**src/include/scio_pkg.sv**
```systemverilog
// Constants for the system command and pin control block.
// Assumes a 40 MHz core clock; times are in ns, counts derived here.
`default_nettype none
package scio_pkg;
  localparam int          CLK_NS      = 25;
  localparam int          CNT_W       = 26;
  localparam int          TRIG_W      = 8;
  // Register byte addresses
  localparam logic [6:0]  ADDR_GPIO   = 7'h32;
  localparam logic [6:0]  ADDR_MISC   = 7'h34;
  localparam logic [6:0]  ADDR_PINCFG = 7'h36;
  localparam logic [6:0]  ADDR_DIAG   = 7'h3C;
  localparam logic [6:0]  ADDR_CMD    = 7'h3E;
  localparam logic [15:0] PINCFG_RST  = 16'h000F;
  localparam logic [15:0] CMD_MASK    = 16'h3DBF;
  // Command bit positions
  localparam int          CMD_RESTORE = 13;
  localparam int          CMD_SAVE    = 12;
  localparam int          CMD_CAPT    = 11;
  localparam int          CMD_PTR     = 10;
  localparam int          CMD_CLRBUF  = 8;
  localparam int          CMD_SWRST   = 7;
  localparam int          CMD_FTEST   = 5;
  localparam int          CMD_CLRSTAT = 4;
  localparam int          CMD_FACTORY = 3;
  localparam int          CMD_STEST   = 2;
  localparam int          CMD_PDOWN   = 1;
  localparam int          CMD_NULL    = 0;
  // Status bit positions
  localparam int          ST_EVT_LO   = 12;
  localparam int          ST_ALM_LO   = 8;
  localparam int          ST_READY    = 7;
  localparam int          ST_FTEST    = 6;
  localparam int          ST_STEST    = 5;
  localparam int          ST_VIOL     = 4;
  localparam int          ST_SPI      = 3;
  localparam int          ST_FLASH    = 2;
  localparam int          ST_SUPHI    = 1;
  localparam int          ST_SUPLO    = 0;
  // Execution times
  localparam int          T_RESTORE_NS   = 980_000;
  localparam int          T_RESTORE_C_NS = 7_000_000;
  localparam int          T_SAVE_NS      = 339_000_000;
  localparam int          T_SAVE_C_NS    = 509_000_000;
  localparam int          T_PTR_NS       = 35_000;
  localparam int          T_CLRBUF_NS    = 840_000;
  localparam int          T_SWRST_NS     = 54_000_000;
  localparam int          T_FTEST_NS     = 10_500_000;
  localparam int          T_CLRSTAT_NS   = 35_000;
  localparam int          T_FACTORY_NS   = 339_000_000;
  localparam int          T_STEST_NS     = 33_000_000;
  localparam int          T_NULL_NS      = 936_000_000;
  localparam int          T_TRIG_NS      = 2_600;
  localparam int          C_RESTORE   = (T_RESTORE_NS + CLK_NS - 1) / CLK_NS;
  localparam int          C_RESTORE_C = (T_RESTORE_C_NS + CLK_NS - 1) / CLK_NS;
  localparam int          C_SAVE      = (T_SAVE_NS + CLK_NS - 1) / CLK_NS;
  localparam int          C_SAVE_C    = (T_SAVE_C_NS + CLK_NS - 1) / CLK_NS;
  localparam int          C_PTR       = (T_PTR_NS + CLK_NS - 1) / CLK_NS;
  localparam int          C_CLRBUF    = (T_CLRBUF_NS + CLK_NS - 1) / CLK_NS;
  localparam int          C_SWRST     = (T_SWRST_NS + CLK_NS - 1) / CLK_NS;
  localparam int          C_FTEST     = (T_FTEST_NS + CLK_NS - 1) / CLK_NS;
  localparam int          C_CLRSTAT   = (T_CLRSTAT_NS + CLK_NS - 1) / CLK_NS;
  localparam int          C_FACTORY   = (T_FACTORY_NS + CLK_NS - 1) / CLK_NS;
  localparam int          C_STEST     = (T_STEST_NS + CLK_NS - 1) / CLK_NS;
  localparam int          C_NULL      = (T_NULL_NS + CLK_NS - 1) / CLK_NS;
  localparam int          C_TRIG      = (T_TRIG_NS + CLK_NS - 1) / CLK_NS;
  typedef enum logic [1:0] {
    FN_GPIO  = 2'h0,
    FN_ALARM = 2'h1,
    FN_TRIG  = 2'h2,
    FN_BUSY  = 2'h3
  } scio_func_e;
  typedef enum logic [2:0] {
    SQ_IDLE = 3'h1,
    SQ_RUN  = 3'h2,
    SQ_END  = 3'h4
  } scio_seq_e;
endpackage : scio_pkg
`default_nettype wire

```
**src/hdl/scio_ctrl.sv**
```systemverilog
// System command, status and pin control with serial register port.
// Assumes the host runs serial mode 3 and the capture engine is on clk.
`timescale 1ns/1ps
`default_nettype none
module scio_ctrl #(
  parameter logic [25:0] P_RESTORE   = 26'(scio_pkg::C_RESTORE),
  parameter logic [25:0] P_RESTORE_C = 26'(scio_pkg::C_RESTORE_C),
  parameter logic [25:0] P_SAVE      = 26'(scio_pkg::C_SAVE),
  parameter logic [25:0] P_SAVE_C    = 26'(scio_pkg::C_SAVE_C),
  parameter logic [25:0] P_CLRBUF    = 26'(scio_pkg::C_CLRBUF),
  parameter logic [25:0] P_SWRST     = 26'(scio_pkg::C_SWRST),
  parameter logic [25:0] P_FTEST     = 26'(scio_pkg::C_FTEST),
  parameter logic [25:0] P_FACTORY   = 26'(scio_pkg::C_FACTORY),
  parameter logic [25:0] P_STEST     = 26'(scio_pkg::C_STEST),
  parameter logic [25:0] P_NULL      = 26'(scio_pkg::C_NULL)
) (
  // Clock and reset
  input  wire logic        clk,
  input  wire logic        reset_n,
  input  wire logic        ce,
  // Serial port
  input  wire logic        sclk,
  input  wire logic        cs_n,
  input  wire logic        mosi,
  output logic             miso,
  output logic             miso_oe,
  // Digital pins
  input  wire logic        digital_pin_one_in,
  output logic             digital_pin_one_out,
  output logic             digital_pin_one_oe,
  input  wire logic        digital_pin_two_in,
  output logic             digital_pin_two_out,
  output logic             digital_pin_two_oe,
  // Capture engine
  input  wire logic        capture_active,
  input  wire logic        capture_done,
  output logic             capture_start,
  output logic             capture_stop,
  output logic             capture_ptr_clear,
  // Monitors and results
  input  wire logic [3:0]  alarm_exceed,
  input  wire logic [2:0]  event_source,
  input  wire logic        self_test_fail,
  input  wire logic        flash_sum_fail,
  input  wire logic        flash_update_fail,
  input  wire logic        supply_high,
  input  wire logic        supply_low,
  input  wire logic        flash_has_capture,
  // Command side effects
  output logic [15:0]      cmd_launch,
  output logic             cmd_active,
  output logic             self_test_enable
);
  localparam logic [25:0] P_SHORT = 26'(scio_pkg::C_CLRSTAT);
  localparam logic [25:0] P_PTR   = 26'(scio_pkg::C_PTR);

  ////////////////////////////////////////////////////////////////////////
  logic [4:0]  sync_q;
  logic        sclk_s;
  logic        cs_n_s;
  logic        mosi_s;
  logic        sclk_q_r;
  logic        cs_q_r;
  logic [15:0] rx_r;
  logic [15:0] tx_r;
  logic [15:0] txsh_r;
  logic [7:0]  bit_cnt_r;
  logic        cs_fall;
  logic        cs_rise;
  logic        frame_ok;
  logic        wr;
  logic [6:0]  waddr;
  logic        hi;
  logic [15:0] rd_data;

  scio_sync #(.W(5)) u_sync (
    .clk     (clk),
    .reset_n (reset_n),
    .ce      (ce),
    // Idle-high lines pass inverted so the reset value matches idle
    .d       ({~sclk, ~cs_n, mosi, digital_pin_two_in, digital_pin_one_in}),
    .q       (sync_q)
  );
  assign sclk_s   = ~sync_q[4];
  assign cs_n_s   = ~sync_q[3];
  assign mosi_s   = sync_q[2];
  assign cs_fall  = cs_q_r && !cs_n_s;
  assign cs_rise  = !cs_q_r && cs_n_s;
  assign frame_ok = cs_rise && (bit_cnt_r[3:0] == 4'h0) && (bit_cnt_r != 8'h00);
  assign wr       = frame_ok && rx_r[15];
  assign waddr    = {rx_r[14:9], 1'b0};
  assign hi       = rx_r[8];

  // Serial shifter, mode 3
  always_ff @(posedge clk) begin
    if (!reset_n) begin
      sclk_q_r  <= 1'b1;
      cs_q_r    <= 1'b1;
      rx_r      <= 16'h0000;
      txsh_r    <= 16'h0000;
      bit_cnt_r <= 8'h00;
      miso      <= 1'b0;
      miso_oe   <= 1'b0;
    end else if (ce) begin
      sclk_q_r <= sclk_s;
      cs_q_r   <= cs_n_s;
      miso_oe  <= !cs_n_s;
      if (cs_fall) begin
        bit_cnt_r <= 8'h00;
        miso      <= tx_r[15];
        // First falling edge presents the MSB again
        txsh_r    <= tx_r;
      end else if (!cs_n_s && sclk_s && !sclk_q_r) begin
        rx_r      <= {rx_r[14:0], mosi_s};
        bit_cnt_r <= bit_cnt_r + 8'h01;
      end else if (!cs_n_s && !sclk_s && sclk_q_r) begin
        miso   <= txsh_r[15];
        txsh_r <= {txsh_r[14:0], 1'b0};
      end
    end
  end

  ////////////////////////////////////////////////////////////////////////
  logic [5:0]  pincfg_r;
  logic [1:0]  gdir_r;
  logic [1:0]  glev_r;
  logic        stest_r;
  logic [15:0] cmd_r;
  logic [15:0] stat_r;
  logic        alarm_r;
  logic        wr_busy_r;
  logic        busy;
  logic        cfg_rst;
  logic [1:0]  pin_s;
  logic [15:0] cmd_set;

  assign pin_s = sync_q[1:0];
  assign cmd_set = !(wr && waddr == scio_pkg::ADDR_CMD) ? 16'h0000 :
                   (hi ? {rx_r[7:0], 8'h00} : {8'h00, rx_r[7:0]}) & scio_pkg::CMD_MASK;

  // Configuration registers
  always_ff @(posedge clk) begin
    if (!reset_n || (ce && cfg_rst)) begin
      pincfg_r <= scio_pkg::PINCFG_RST[5:0];
      gdir_r   <= 2'h0;
      glev_r   <= 2'h0;
      stest_r  <= 1'b0;
    end else if (ce && wr) begin
      if (waddr == scio_pkg::ADDR_PINCFG && !hi)
        pincfg_r <= rx_r[5:0];
      if (waddr == scio_pkg::ADDR_GPIO && !hi)
        gdir_r <= rx_r[1:0];
      if (waddr == scio_pkg::ADDR_GPIO && hi)
        glev_r <= rx_r[1:0];
      if (waddr == scio_pkg::ADDR_MISC && hi)
        stest_r <= rx_r[0];
    end
  end
  assign self_test_enable = stest_r;

  // Read data for the next frame
  always_comb begin
    case ({rx_r[14:9], 1'b0})
      scio_pkg::ADDR_GPIO:
        rd_data = {6'h00, (gdir_r & glev_r) | (~gdir_r & pin_s), 6'h00, gdir_r};
      scio_pkg::ADDR_MISC:   rd_data = {7'h00, stest_r, 8'h00};
      scio_pkg::ADDR_PINCFG: rd_data = {10'h000, pincfg_r};
      scio_pkg::ADDR_DIAG:   rd_data = stat_r;
      scio_pkg::ADDR_CMD:    rd_data = cmd_r;
      default:               rd_data = 16'h0000;
    endcase
  end

  always_ff @(posedge clk) begin
    if (!reset_n) begin
      tx_r      <= 16'h0000;
      wr_busy_r <= 1'b0;
    end else if (ce) begin
      wr_busy_r <= wr;
      if (frame_ok && !rx_r[15])
        tx_r <= rd_data;
    end
  end

  ////////////////////////////////////////////////////////////////////////
  scio_pkg::scio_seq_e st_r;
  logic [3:0]  cur_r;
  logic [25:0] cnt_r;
  logic [25:0] dur;
  logic [3:0]  pick;
  logic        end_p;
  logic        clr_stat;
  logic        trig_any;
  logic [1:0]  trig_p;

  assign end_p    = (st_r == scio_pkg::SQ_END);
  assign clr_stat = end_p && cur_r == 4'(scio_pkg::CMD_CLRSTAT);
  assign cfg_rst  = end_p && (cur_r == 4'(scio_pkg::CMD_SWRST) ||
                              cur_r == 4'(scio_pkg::CMD_FACTORY));

  // Highest pending command goes first
  always_comb begin
    pick = 4'h0;
    for (int i = 0; i < 16; i++)
      if (cmd_r[i])
        pick = 4'(i);
  end

  always_comb begin
    case (pick)
      4'(scio_pkg::CMD_RESTORE): dur = flash_has_capture ? P_RESTORE_C : P_RESTORE;
      4'(scio_pkg::CMD_SAVE):    dur = flash_has_capture ? P_SAVE_C : P_SAVE;
      4'(scio_pkg::CMD_PTR):     dur = P_PTR;
      4'(scio_pkg::CMD_CLRBUF):  dur = P_CLRBUF;
      4'(scio_pkg::CMD_SWRST):   dur = P_SWRST;
      4'(scio_pkg::CMD_FTEST):   dur = P_FTEST;
      4'(scio_pkg::CMD_CLRSTAT): dur = P_SHORT;
      4'(scio_pkg::CMD_FACTORY): dur = P_FACTORY;
      4'(scio_pkg::CMD_STEST):   dur = P_STEST;
      4'(scio_pkg::CMD_NULL):    dur = P_NULL;
      default:                   dur = 26'h0000001;
    endcase
  end

  // Command sequencer
  always_ff @(posedge clk) begin
    if (!reset_n) begin
      st_r       <= scio_pkg::SQ_IDLE;
      cur_r      <= 4'h0;
      cnt_r      <= 26'h0000000;
      cmd_launch <= 16'h0000;
    end else if (ce) begin
      cmd_launch <= 16'h0000;
      case (st_r)
        scio_pkg::SQ_IDLE: begin
          if (cmd_r != 16'h0000) begin
            cur_r             <= pick;
            cnt_r             <= dur - 26'h0000001;
            cmd_launch[pick]  <= 1'b1;
            st_r              <= scio_pkg::SQ_RUN;
          end
        end
        scio_pkg::SQ_RUN: begin
          if (cnt_r == 26'h0000000)
            st_r <= scio_pkg::SQ_END;
          else
            cnt_r <= cnt_r - 26'h0000001;
        end
        scio_pkg::SQ_END: st_r <= scio_pkg::SQ_IDLE;
        default:          st_r <= scio_pkg::SQ_IDLE;
      endcase
    end
  end

  // Pending commands, a new write wins over completion
  always_ff @(posedge clk) begin
    if (!reset_n)
      cmd_r <= 16'h0000;
    else if (ce)
      cmd_r <= (cmd_r & ~(end_p ? (16'h0001 << cur_r) : 16'h0000)) | cmd_set;
  end

  assign cmd_active        = (st_r != scio_pkg::SQ_IDLE);
  assign busy              = cmd_active || capture_active || wr_busy_r;
  assign trig_any          = |trig_p;
  assign capture_start     = (trig_any || (end_p && cur_r == 4'(scio_pkg::CMD_CAPT))) &&
                             !capture_active;
  assign capture_stop      = end_p && cur_r == 4'(scio_pkg::CMD_CAPT) && capture_active;
  assign capture_ptr_clear = end_p && cur_r == 4'(scio_pkg::CMD_PTR);

  ////////////////////////////////////////////////////////////////////////
  logic [15:0] st_set;

  always_comb begin
    st_set = 16'h0000;
    st_set[scio_pkg::ST_EVT_LO +: 3] = event_source;
    st_set[scio_pkg::ST_ALM_LO +: 4] = alarm_exceed;
    st_set[scio_pkg::ST_READY]       = capture_done;
    st_set[scio_pkg::ST_FTEST]       = end_p && cur_r == 4'(scio_pkg::CMD_FTEST) && flash_sum_fail;
    st_set[scio_pkg::ST_STEST]       = end_p && cur_r == 4'(scio_pkg::CMD_STEST) && self_test_fail;
    st_set[scio_pkg::ST_VIOL]        = cs_fall && capture_active;
    st_set[scio_pkg::ST_SPI]         = cs_rise && bit_cnt_r[3:0] != 4'h0;
    st_set[scio_pkg::ST_FLASH]       = flash_update_fail;
    st_set[scio_pkg::ST_SUPHI]       = supply_high;
    st_set[scio_pkg::ST_SUPLO]       = supply_low;
  end

  // Sticky flags, set wins over clear
  always_ff @(posedge clk) begin
    if (!reset_n) begin
      stat_r  <= 16'h0000;
      alarm_r <= 1'b0;
    end else if (ce) begin
      stat_r  <= ((clr_stat || capture_start) ? 16'h0000 : stat_r) | st_set;
      alarm_r <= (clr_stat ? 1'b0 : alarm_r) | (|alarm_exceed);
    end
  end

  scio_pin_mux u_pin_one (
    .clk        (clk),
    .reset_n    (reset_n),
    .ce         (ce),
    .func       (pincfg_r[3:2]),
    .pol        (pincfg_r[0]),
    .gp_dir     (gdir_r[0]),
    .gp_level   (glev_r[0]),
    .busy       (busy),
    .alarm      (alarm_r),
    .pin_in     (pin_s[0]),
    .pin_out    (digital_pin_one_out),
    .pin_oe     (digital_pin_one_oe),
    .trig_pulse (trig_p[0])
  );

  scio_pin_mux u_pin_two (
    .clk        (clk),
    .reset_n    (reset_n),
    .ce         (ce),
    .func       (pincfg_r[5:4]),
    .pol        (pincfg_r[1]),
    .gp_dir     (gdir_r[1]),
    .gp_level   (glev_r[1]),
    .busy       (busy),
    .alarm      (alarm_r),
    .pin_in     (pin_s[1]),
    .pin_out    (digital_pin_two_out),
    .pin_oe     (digital_pin_two_oe),
    .trig_pulse (trig_p[1])
  );

  ////////////////////////////////////////////////////////////////////////
  pincfg_reset_a: assert property (@(posedge clk) !reset_n |=> pincfg_r == 6'h0F)
    else $error("pin config reset value wrong");
  busy_cmd_a: assert property (@(posedge clk) disable iff (!reset_n)
    st_r == scio_pkg::SQ_RUN |-> busy)
    else $error("busy low during command");
  cmd_selfclear_a: assert property (@(posedge clk) disable iff (!reset_n)
    ce && end_p && cmd_set == 16'h0000 |=> !cmd_r[cur_r])
    else $error("command bit not cleared");
  stest_time_a: assert property (@(posedge clk) disable iff (!reset_n)
    ce && st_r == scio_pkg::SQ_IDLE && cmd_r != 16'h0000 && pick == 4'(scio_pkg::CMD_STEST)
    |=> cnt_r == P_STEST - 26'h0000001)
    else $error("self-test duration wrong");
  stat_sticky_a: assert property (@(posedge clk) disable iff (!reset_n)
    ce && stat_r[scio_pkg::ST_STEST] && !clr_stat && !capture_start |=> stat_r[scio_pkg::ST_STEST])
    else $error("sticky flag lost");
  alarm_clear_a: assert property (@(posedge clk) disable iff (!reset_n)
    ce && clr_stat && alarm_exceed == 4'h0 |=> !alarm_r ##0 stat_r[11:8] == 4'h0)
    else $error("status clear did not clear alarm");
  spi_count_a: assert property (@(posedge clk) disable iff (!reset_n)
    ce && cs_rise && bit_cnt_r[3:0] != 4'h0 |=> stat_r[scio_pkg::ST_SPI])
    else $error("clock count error not flagged");
  capt_viol_a: assert property (@(posedge clk) disable iff (!reset_n)
    ce && cs_fall && capture_active |=> stat_r[scio_pkg::ST_VIOL])
    else $error("capture violation not flagged");
  capt_toggle_a: assert property (@(posedge clk) disable iff (!reset_n)
    end_p && cur_r == 4'(scio_pkg::CMD_CAPT) |-> (capture_start ^ capture_stop))
    else $error("capture toggle failed");
endmodule : scio_ctrl
`default_nettype wire

```
**src/hdl/scio_pin_mux.sv**
```systemverilog
// Function multiplexer and trigger qualifier for one digital pin.
// Assumes pin_in is already synchronised to clk.
`timescale 1ns/1ps
`default_nettype none
module scio_pin_mux #(
  parameter int MIN_PULSE = scio_pkg::C_TRIG
) (
  // Clock and reset
  input  wire logic       clk,
  input  wire logic       reset_n,
  input  wire logic       ce,
  // Configuration
  input  wire logic [1:0] func,
  input  wire logic       pol,
  input  wire logic       gp_dir,
  input  wire logic       gp_level,
  // Block state
  input  wire logic       busy,
  input  wire logic       alarm,
  // Pin
  input  wire logic       pin_in,
  output logic            pin_out,
  output logic            pin_oe,
  output logic            trig_pulse
);
  localparam logic [scio_pkg::TRIG_W-1:0] MIN_C = scio_pkg::TRIG_W'(MIN_PULSE);
  logic                        act_q_r;
  logic [scio_pkg::TRIG_W-1:0] width_r;
  logic                        is_trig;
  logic                        act;

  assign is_trig = (func == scio_pkg::FN_TRIG);
  assign act     = is_trig && (pin_in == pol);

  // Output level and enable per selected function
  always_ff @(posedge clk) begin
    if (!reset_n) begin
      pin_out <= 1'b0;
      pin_oe  <= 1'b0;
    end else if (ce) begin
      case (func)
        scio_pkg::FN_GPIO: begin
          pin_out <= gp_level;
          pin_oe  <= gp_dir;
        end
        scio_pkg::FN_ALARM: begin
          pin_out <= alarm ~^ pol;
          pin_oe  <= 1'b1;
        end
        scio_pkg::FN_BUSY: begin
          pin_out <= busy ~^ pol;
          pin_oe  <= 1'b1;
        end
        default: begin
          pin_out <= 1'b0;
          pin_oe  <= 1'b0;
        end
      endcase
    end
  end

  // Pulse width measure, fires on trailing edge
  always_ff @(posedge clk) begin
    if (!reset_n) begin
      act_q_r    <= 1'b0;
      width_r    <= '0;
      trig_pulse <= 1'b0;
    end else if (ce) begin
      act_q_r    <= act;
      trig_pulse <= act_q_r && !act && (width_r >= MIN_C);
      if (act && !act_q_r)
        width_r <= scio_pkg::TRIG_W'(1);
      else if (act && width_r != '1)
        width_r <= width_r + scio_pkg::TRIG_W'(1);
    end
  end

  trig_width_a: assert property (@(posedge clk) disable iff (!reset_n)
    ce && act_q_r && !act && (width_r < MIN_C) |=> !trig_pulse)
    else $error("short trigger pulse accepted");
endmodule : scio_pin_mux
`default_nettype wire

```
**src/hdl/scio_sync.sv**
```systemverilog
// Two-flop synchroniser for a group of asynchronous inputs.
// Assumes inputs change slowly against clk.
`timescale 1ns/1ps
`default_nettype none
module scio_sync #(
  parameter int W = 1
) (
  // Clock and reset
  input  wire logic         clk,
  input  wire logic         reset_n,
  input  wire logic         ce,
  // Data
  input  wire logic [W-1:0] d,
  output logic      [W-1:0] q
);
  logic [W-1:0] meta_r;

  always_ff @(posedge clk) begin
    if (!reset_n) begin
      meta_r <= '0;
      q      <= '0;
    end else if (ce) begin
      meta_r <= d;
      q      <= meta_r;
    end
  end
endmodule : scio_sync
`default_nettype wire

```
**config.mk**
```make
export PLATFORM = sky130hd
export DESIGN_NAME = scio_ctrl
export DESIGN_NICKNAME = d
export VERILOG_FILES = /design/src/include/scio_pkg.sv /design/src/hdl/scio_ctrl.sv /design/src/hdl/scio_pin_mux.sv /design/src/hdl/scio_sync.sv
export SDC_FILE = /design/constraint.sdc
export NUM_CORES = 1
export LEC_CHECK = 0
export BUFFER_PORTS_ARGS = -buffer_cell sky130_fd_sc_hd__buf_4
export CORE_UTILIZATION = 55
export DETAILED_ROUTE_END_ITERATION = 8
export GPL_ROUTABILITY_DRIVEN = 0
export GPL_TIMING_DRIVEN = 0
export PLACE_DENSITY = 0.75
export REMOVE_ABC_BUFFERS = 1
export SLEW_MARGIN = 0
export SYNTH_ARGS = -nofsm -noshare
export SYNTH_HDL_FRONTEND = slang
export SYNTH_SLANG_ARGS = --single-unit
```
**constraint.sdc**
```tcl
create_clock -name clk -period 3.6 [get_ports clk]
set_clock_uncertainty 0.05 [all_clocks]
set_input_delay 0.18 -clock clk [delete_from_list [all_inputs] [get_ports clk]]
set_output_delay 0.18 -clock clk [all_outputs]
set_load 0.1 [all_outputs]
```
==> impl_metrics.toml <==
[worst_setup_path]
worst-path-buf-inv = 1
reg2reg_from = "cmd_r[4]"
startpoint = "cmd_r[4]"
critPathKind = "reg2reg"
setup.worst_path.end_class = "register"
max_stage_delay_ps = 470
path_cells = "nor2_1, o31ai_1, o31ai_2, o211ai_1, nor3_4, a21oi_2, ha_2, o21a_1, o211ai_1, a211oi_4, nand3_4, nor3b_4, buf_4, xnor2_2, a211oi_2"
cp_slowest_cell = "o31ai_1"
rr_endpoint = "cnt_r[18]"
worst_path_dominant_cell_family = "compound AO/OA/AOI/OAI gates"
path_max_fanout = 6
path_common_cell = "o211ai_1"
critical_path_required_ps = 3840
arrival_ps = 3900
regToRegSetupSlack_ps = -70
start_kind = "register"
reg2reg_depth = 15

[place]
dp_hpwl_mm = 16.12
dp.cells = 1357
io_buffers = 49
dp_slack_ps = -1088
placed_area_mm2 = 0.009614

[logic_synthesis]
synth_seq_cells = 187
synth_top_family_by_area = "simple AND/OR/NAND/NOR gates"
synth.avg_cell_area_um2 = 7.928
synth-adder-area-share = 0.009590
synth_mux_area_frac = 0.03247
async_flop_share = 0
synth_cell_type_count = 83
synth-compound-area-share = 0.2243
seq_area_frac_synth = 0.4099
ys.flop_type = "dfxtp_1"
ys_top_cells_by_count = "nor2_1, dfxtp_1, nand2_1"
netlist_instances = 1152
netlist_area_mm2 = 0.009133
yosysMostFrequentCell = "nor2_1"
ys_warn_count = 0
synthTopCellsByArea = "dfxtp_1, nor2_1, nand2_1, a21oi_1, mux2i_1"
synthSimpleGateAreaFrac = 0.2626
synth_top_area_cell = "dfxtp_1"
synth_xor_area_frac = 0.02302
synth_top_area_frac = 0.4099
synth_edf_count = 0

[cts]
clockBufferDepth = 2
cts_tree = "built"
path_clk_slew_ps = 70
cts_root_buf = "clkbuf_16"
clkLatencyLatePin_ps = 430
cts_buffers = 17
cts.sinks = 187
cts.htree.levels = 4

[timing]
tightest_slew_ps = 1181
setup_viol = 3
timing.final.crit_share = 1.019
slew_headroom = 0.2066
fin_crit_ps = 3668
slew_violations = 0
hold_violations = 0
rsz0062_at_grt = "yes"
finalWorstSetupSlack_ps = -67.67
fmax_mhz = 272.7

[hold_path]
holdCritPathClass = "in2reg"
holdPathEnd = "stat_r[4]"
hold_start = "capture_active"
worst_hold_path.num_cells = 3

[finish]
area.growth.synth_to_final_pct = 20.28
fin_area_mm2 = 0.01098
drive_gt1_frac = 0.1713
final_cells = 1448
final_nets = 1250
diodes = 0

[pwr]
cellPowerDensity_mw_per_mm2 = 399.6
internal_power_w = 0.003277
combPwrFrac = 0.088
power_switching_share = 0.2533
seq_power_share = 0.498
pwr-share-clk = 0.414
ir_drop_uv = 359.3
leakagePower_nw = 3.981
power.switching_w = 0.001112

[routing]
wl_per_cell_um = 17.84
vias = 8988
drt_pass1_iterations = 9
antenna_left = 0
drtIter0Drc = 1156
drc_errors = 1
via_per_inst = 6.207
drt_wl_total_mm = 25.84

[outcome]
violations = "DRC, setup timing"
status = "finished with violations"

[floorplan]
num_io_pins = 50
die_h_um = 130.9
rows = 46
start_util = 0.5687
fp.dieArea_mm2 = 0.01712
coreArea_mm2 = 0.01606
die_w_um = 130.9

[global_route]
gr-max-usage-layer = "met2"
grt_pass1_wl_mm = 39.87
grt_use_total = 0.2969
first_global_vias = 7952
use_met2 = 0.4581
grt_max_degree = 77
grt_util_met1 = 0.4128
met3_usage = 0.07410
gr-total-overflow = 0
grt_antenna_before_repair = 0

[flow_run]
maxCapViolations = 0
-- power by group through the flow --
stage | clock network (W) | registers, W | logic [W]
finish | 0.00182 | 0.00219 | 0.000388
global route | 0.00193 | 0.00219 | 0.000424
CTS | 0.00184 | 0.00219 | 0.000379
detailed placement | 0 | 0.00223 | 0.000363
global placement | 0 | 0.00223 | 0.000350
floorplan | 0 | 0.00224 | 0.000220
-- worst min-delay path, cell delays in order --
cell and delay [ps]:
buf_4 130, nand4_1 80, a21oi_1 60
-- state kept, by name, summed over array words and instances, names as in the netlist, 3 cells and up --
register and cells:
pincfg_r 6, tx_r 16, bit_cnt_r 8, cur_r 4
cnt_r 26, cmd_r 16, u_pin_one.width_r 8, rx_r 16
txsh_r 16, u_sync.q 5, st_r 3, u_pin_two.width_r 8
cmd_launch 16, stat_r 15, u_sync.meta_r 5
-- how the worst max path moves through the flow --
stage	end	depth (start not counted)	slack, ps
after floorplan	cnt_r[16]	9	-450
after global placement	cnt_r[16]	9	-2050
after detailed placement	cnt_r[22]	15	-1090
after CTS	cnt_r[22]	15	-10
after global routing	cnt_r[18]	17	-180
final	cnt_r[18]	15	-70
-- cell families (layout without fill, tap and decap cells) --
group,after synthesis,after routing
AND/OR/NAND/NOR,512,512
AO/OA/AOI/OAI,305,305
flip-flops,187,187
buffers and inverters,88,168
multiplexers,29,29
XOR/XNOR,24,24
adder cells (fa/ha/maj),7,7
-- through the flow --
stage          power (W)  hold WS [ps]  setup TNS [ps]    util
2_1_floorplan   0.002464         191.9           -1543       -
3_3_place_gp    0.002581         314.0         -102410  0.5919
3_5_place_dp    0.002596         319.6          -10990  0.5987
4_1_cts         0.004403         15.20          -14.65  0.6670
5_1_grt         0.004545         19.20          -865.0  0.6840
6_report        0.004389         24.45          -140.5  0.6840
-- cells in the final DEF, fill, tap and decap left out, types with 7 or more instances in the layout --
| cell | synthesis | routed |
|---|---|---|
| nor2_1 | 193 | 184 |
| dfxtp_1 | 187 | 174 |
| nand2_1 | 143 | 142 |
| buf_4 | 0 | 94 |
| a21oi_1 | 95 | 92 |
| o21ai_0 | 45 | 45 |
| nand3_1 | 43 | 42 |
| a22oi_1 | 31 | 31 |
| nor3_1 | 27 | 25 |
| mux2i_1 | 24 | 24 |
| inv_1 | 22 | 21 |
| a211oi_1 | 18 | 17 |
| clkbuf_16 | 0 | 17 |
| dlygate4sd3_1 | 0 | 17 |
| a311oi_1 | 15 | 15 |
| xor2_1 | 13 | 13 |
| nand4_1 | 11 | 11 |
| o211ai_1 | 11 | 11 |
| and3_1 | 11 | 11 |
| nand2b_1 | 12 | 10 |
| or3_1 | 10 | 10 |
| xnor2_1 | 11 | 10 |
| dfxtp_2 | 0 | 9 |
| nor2b_1 | 7 | 7 |
| and2_1 | 8 | 7 |
| or4_1 | 9 | 7 |
| a222oi_1 | 7 | 7 |
| a221oi_1 | 8 | 7 |
-- cell type report --
class | instances | area [um^2]
inverters | 22 | 85.08
multi-input cells | 877 | 5348
clock buffers | 22 | 474.2
clock inverters | 9 | 88.84
fillers | 1295 | 5074
repair buffers | 115 | 948.4
well taps | 216 | 270.3
flip-flops and latches | 187 | 3770
-- metal layers --
layer  vias up  wire length [um]
li1       4286                 -
met1      4191             11390
met2       441             11560
met3        70              2267
met4         0               617
met5         -                 0
-- repair_timing --
action | CTS | global route
pin swaps | 13 | 23
hold endpoints to repair | 17 | 0
buffers inserted | 23 | 20
resized for setup | 41 | 31
hold buffers | 17 | 0
setup endpoints to repair | 37 | 29
Power figures use the tool's default switching activity.
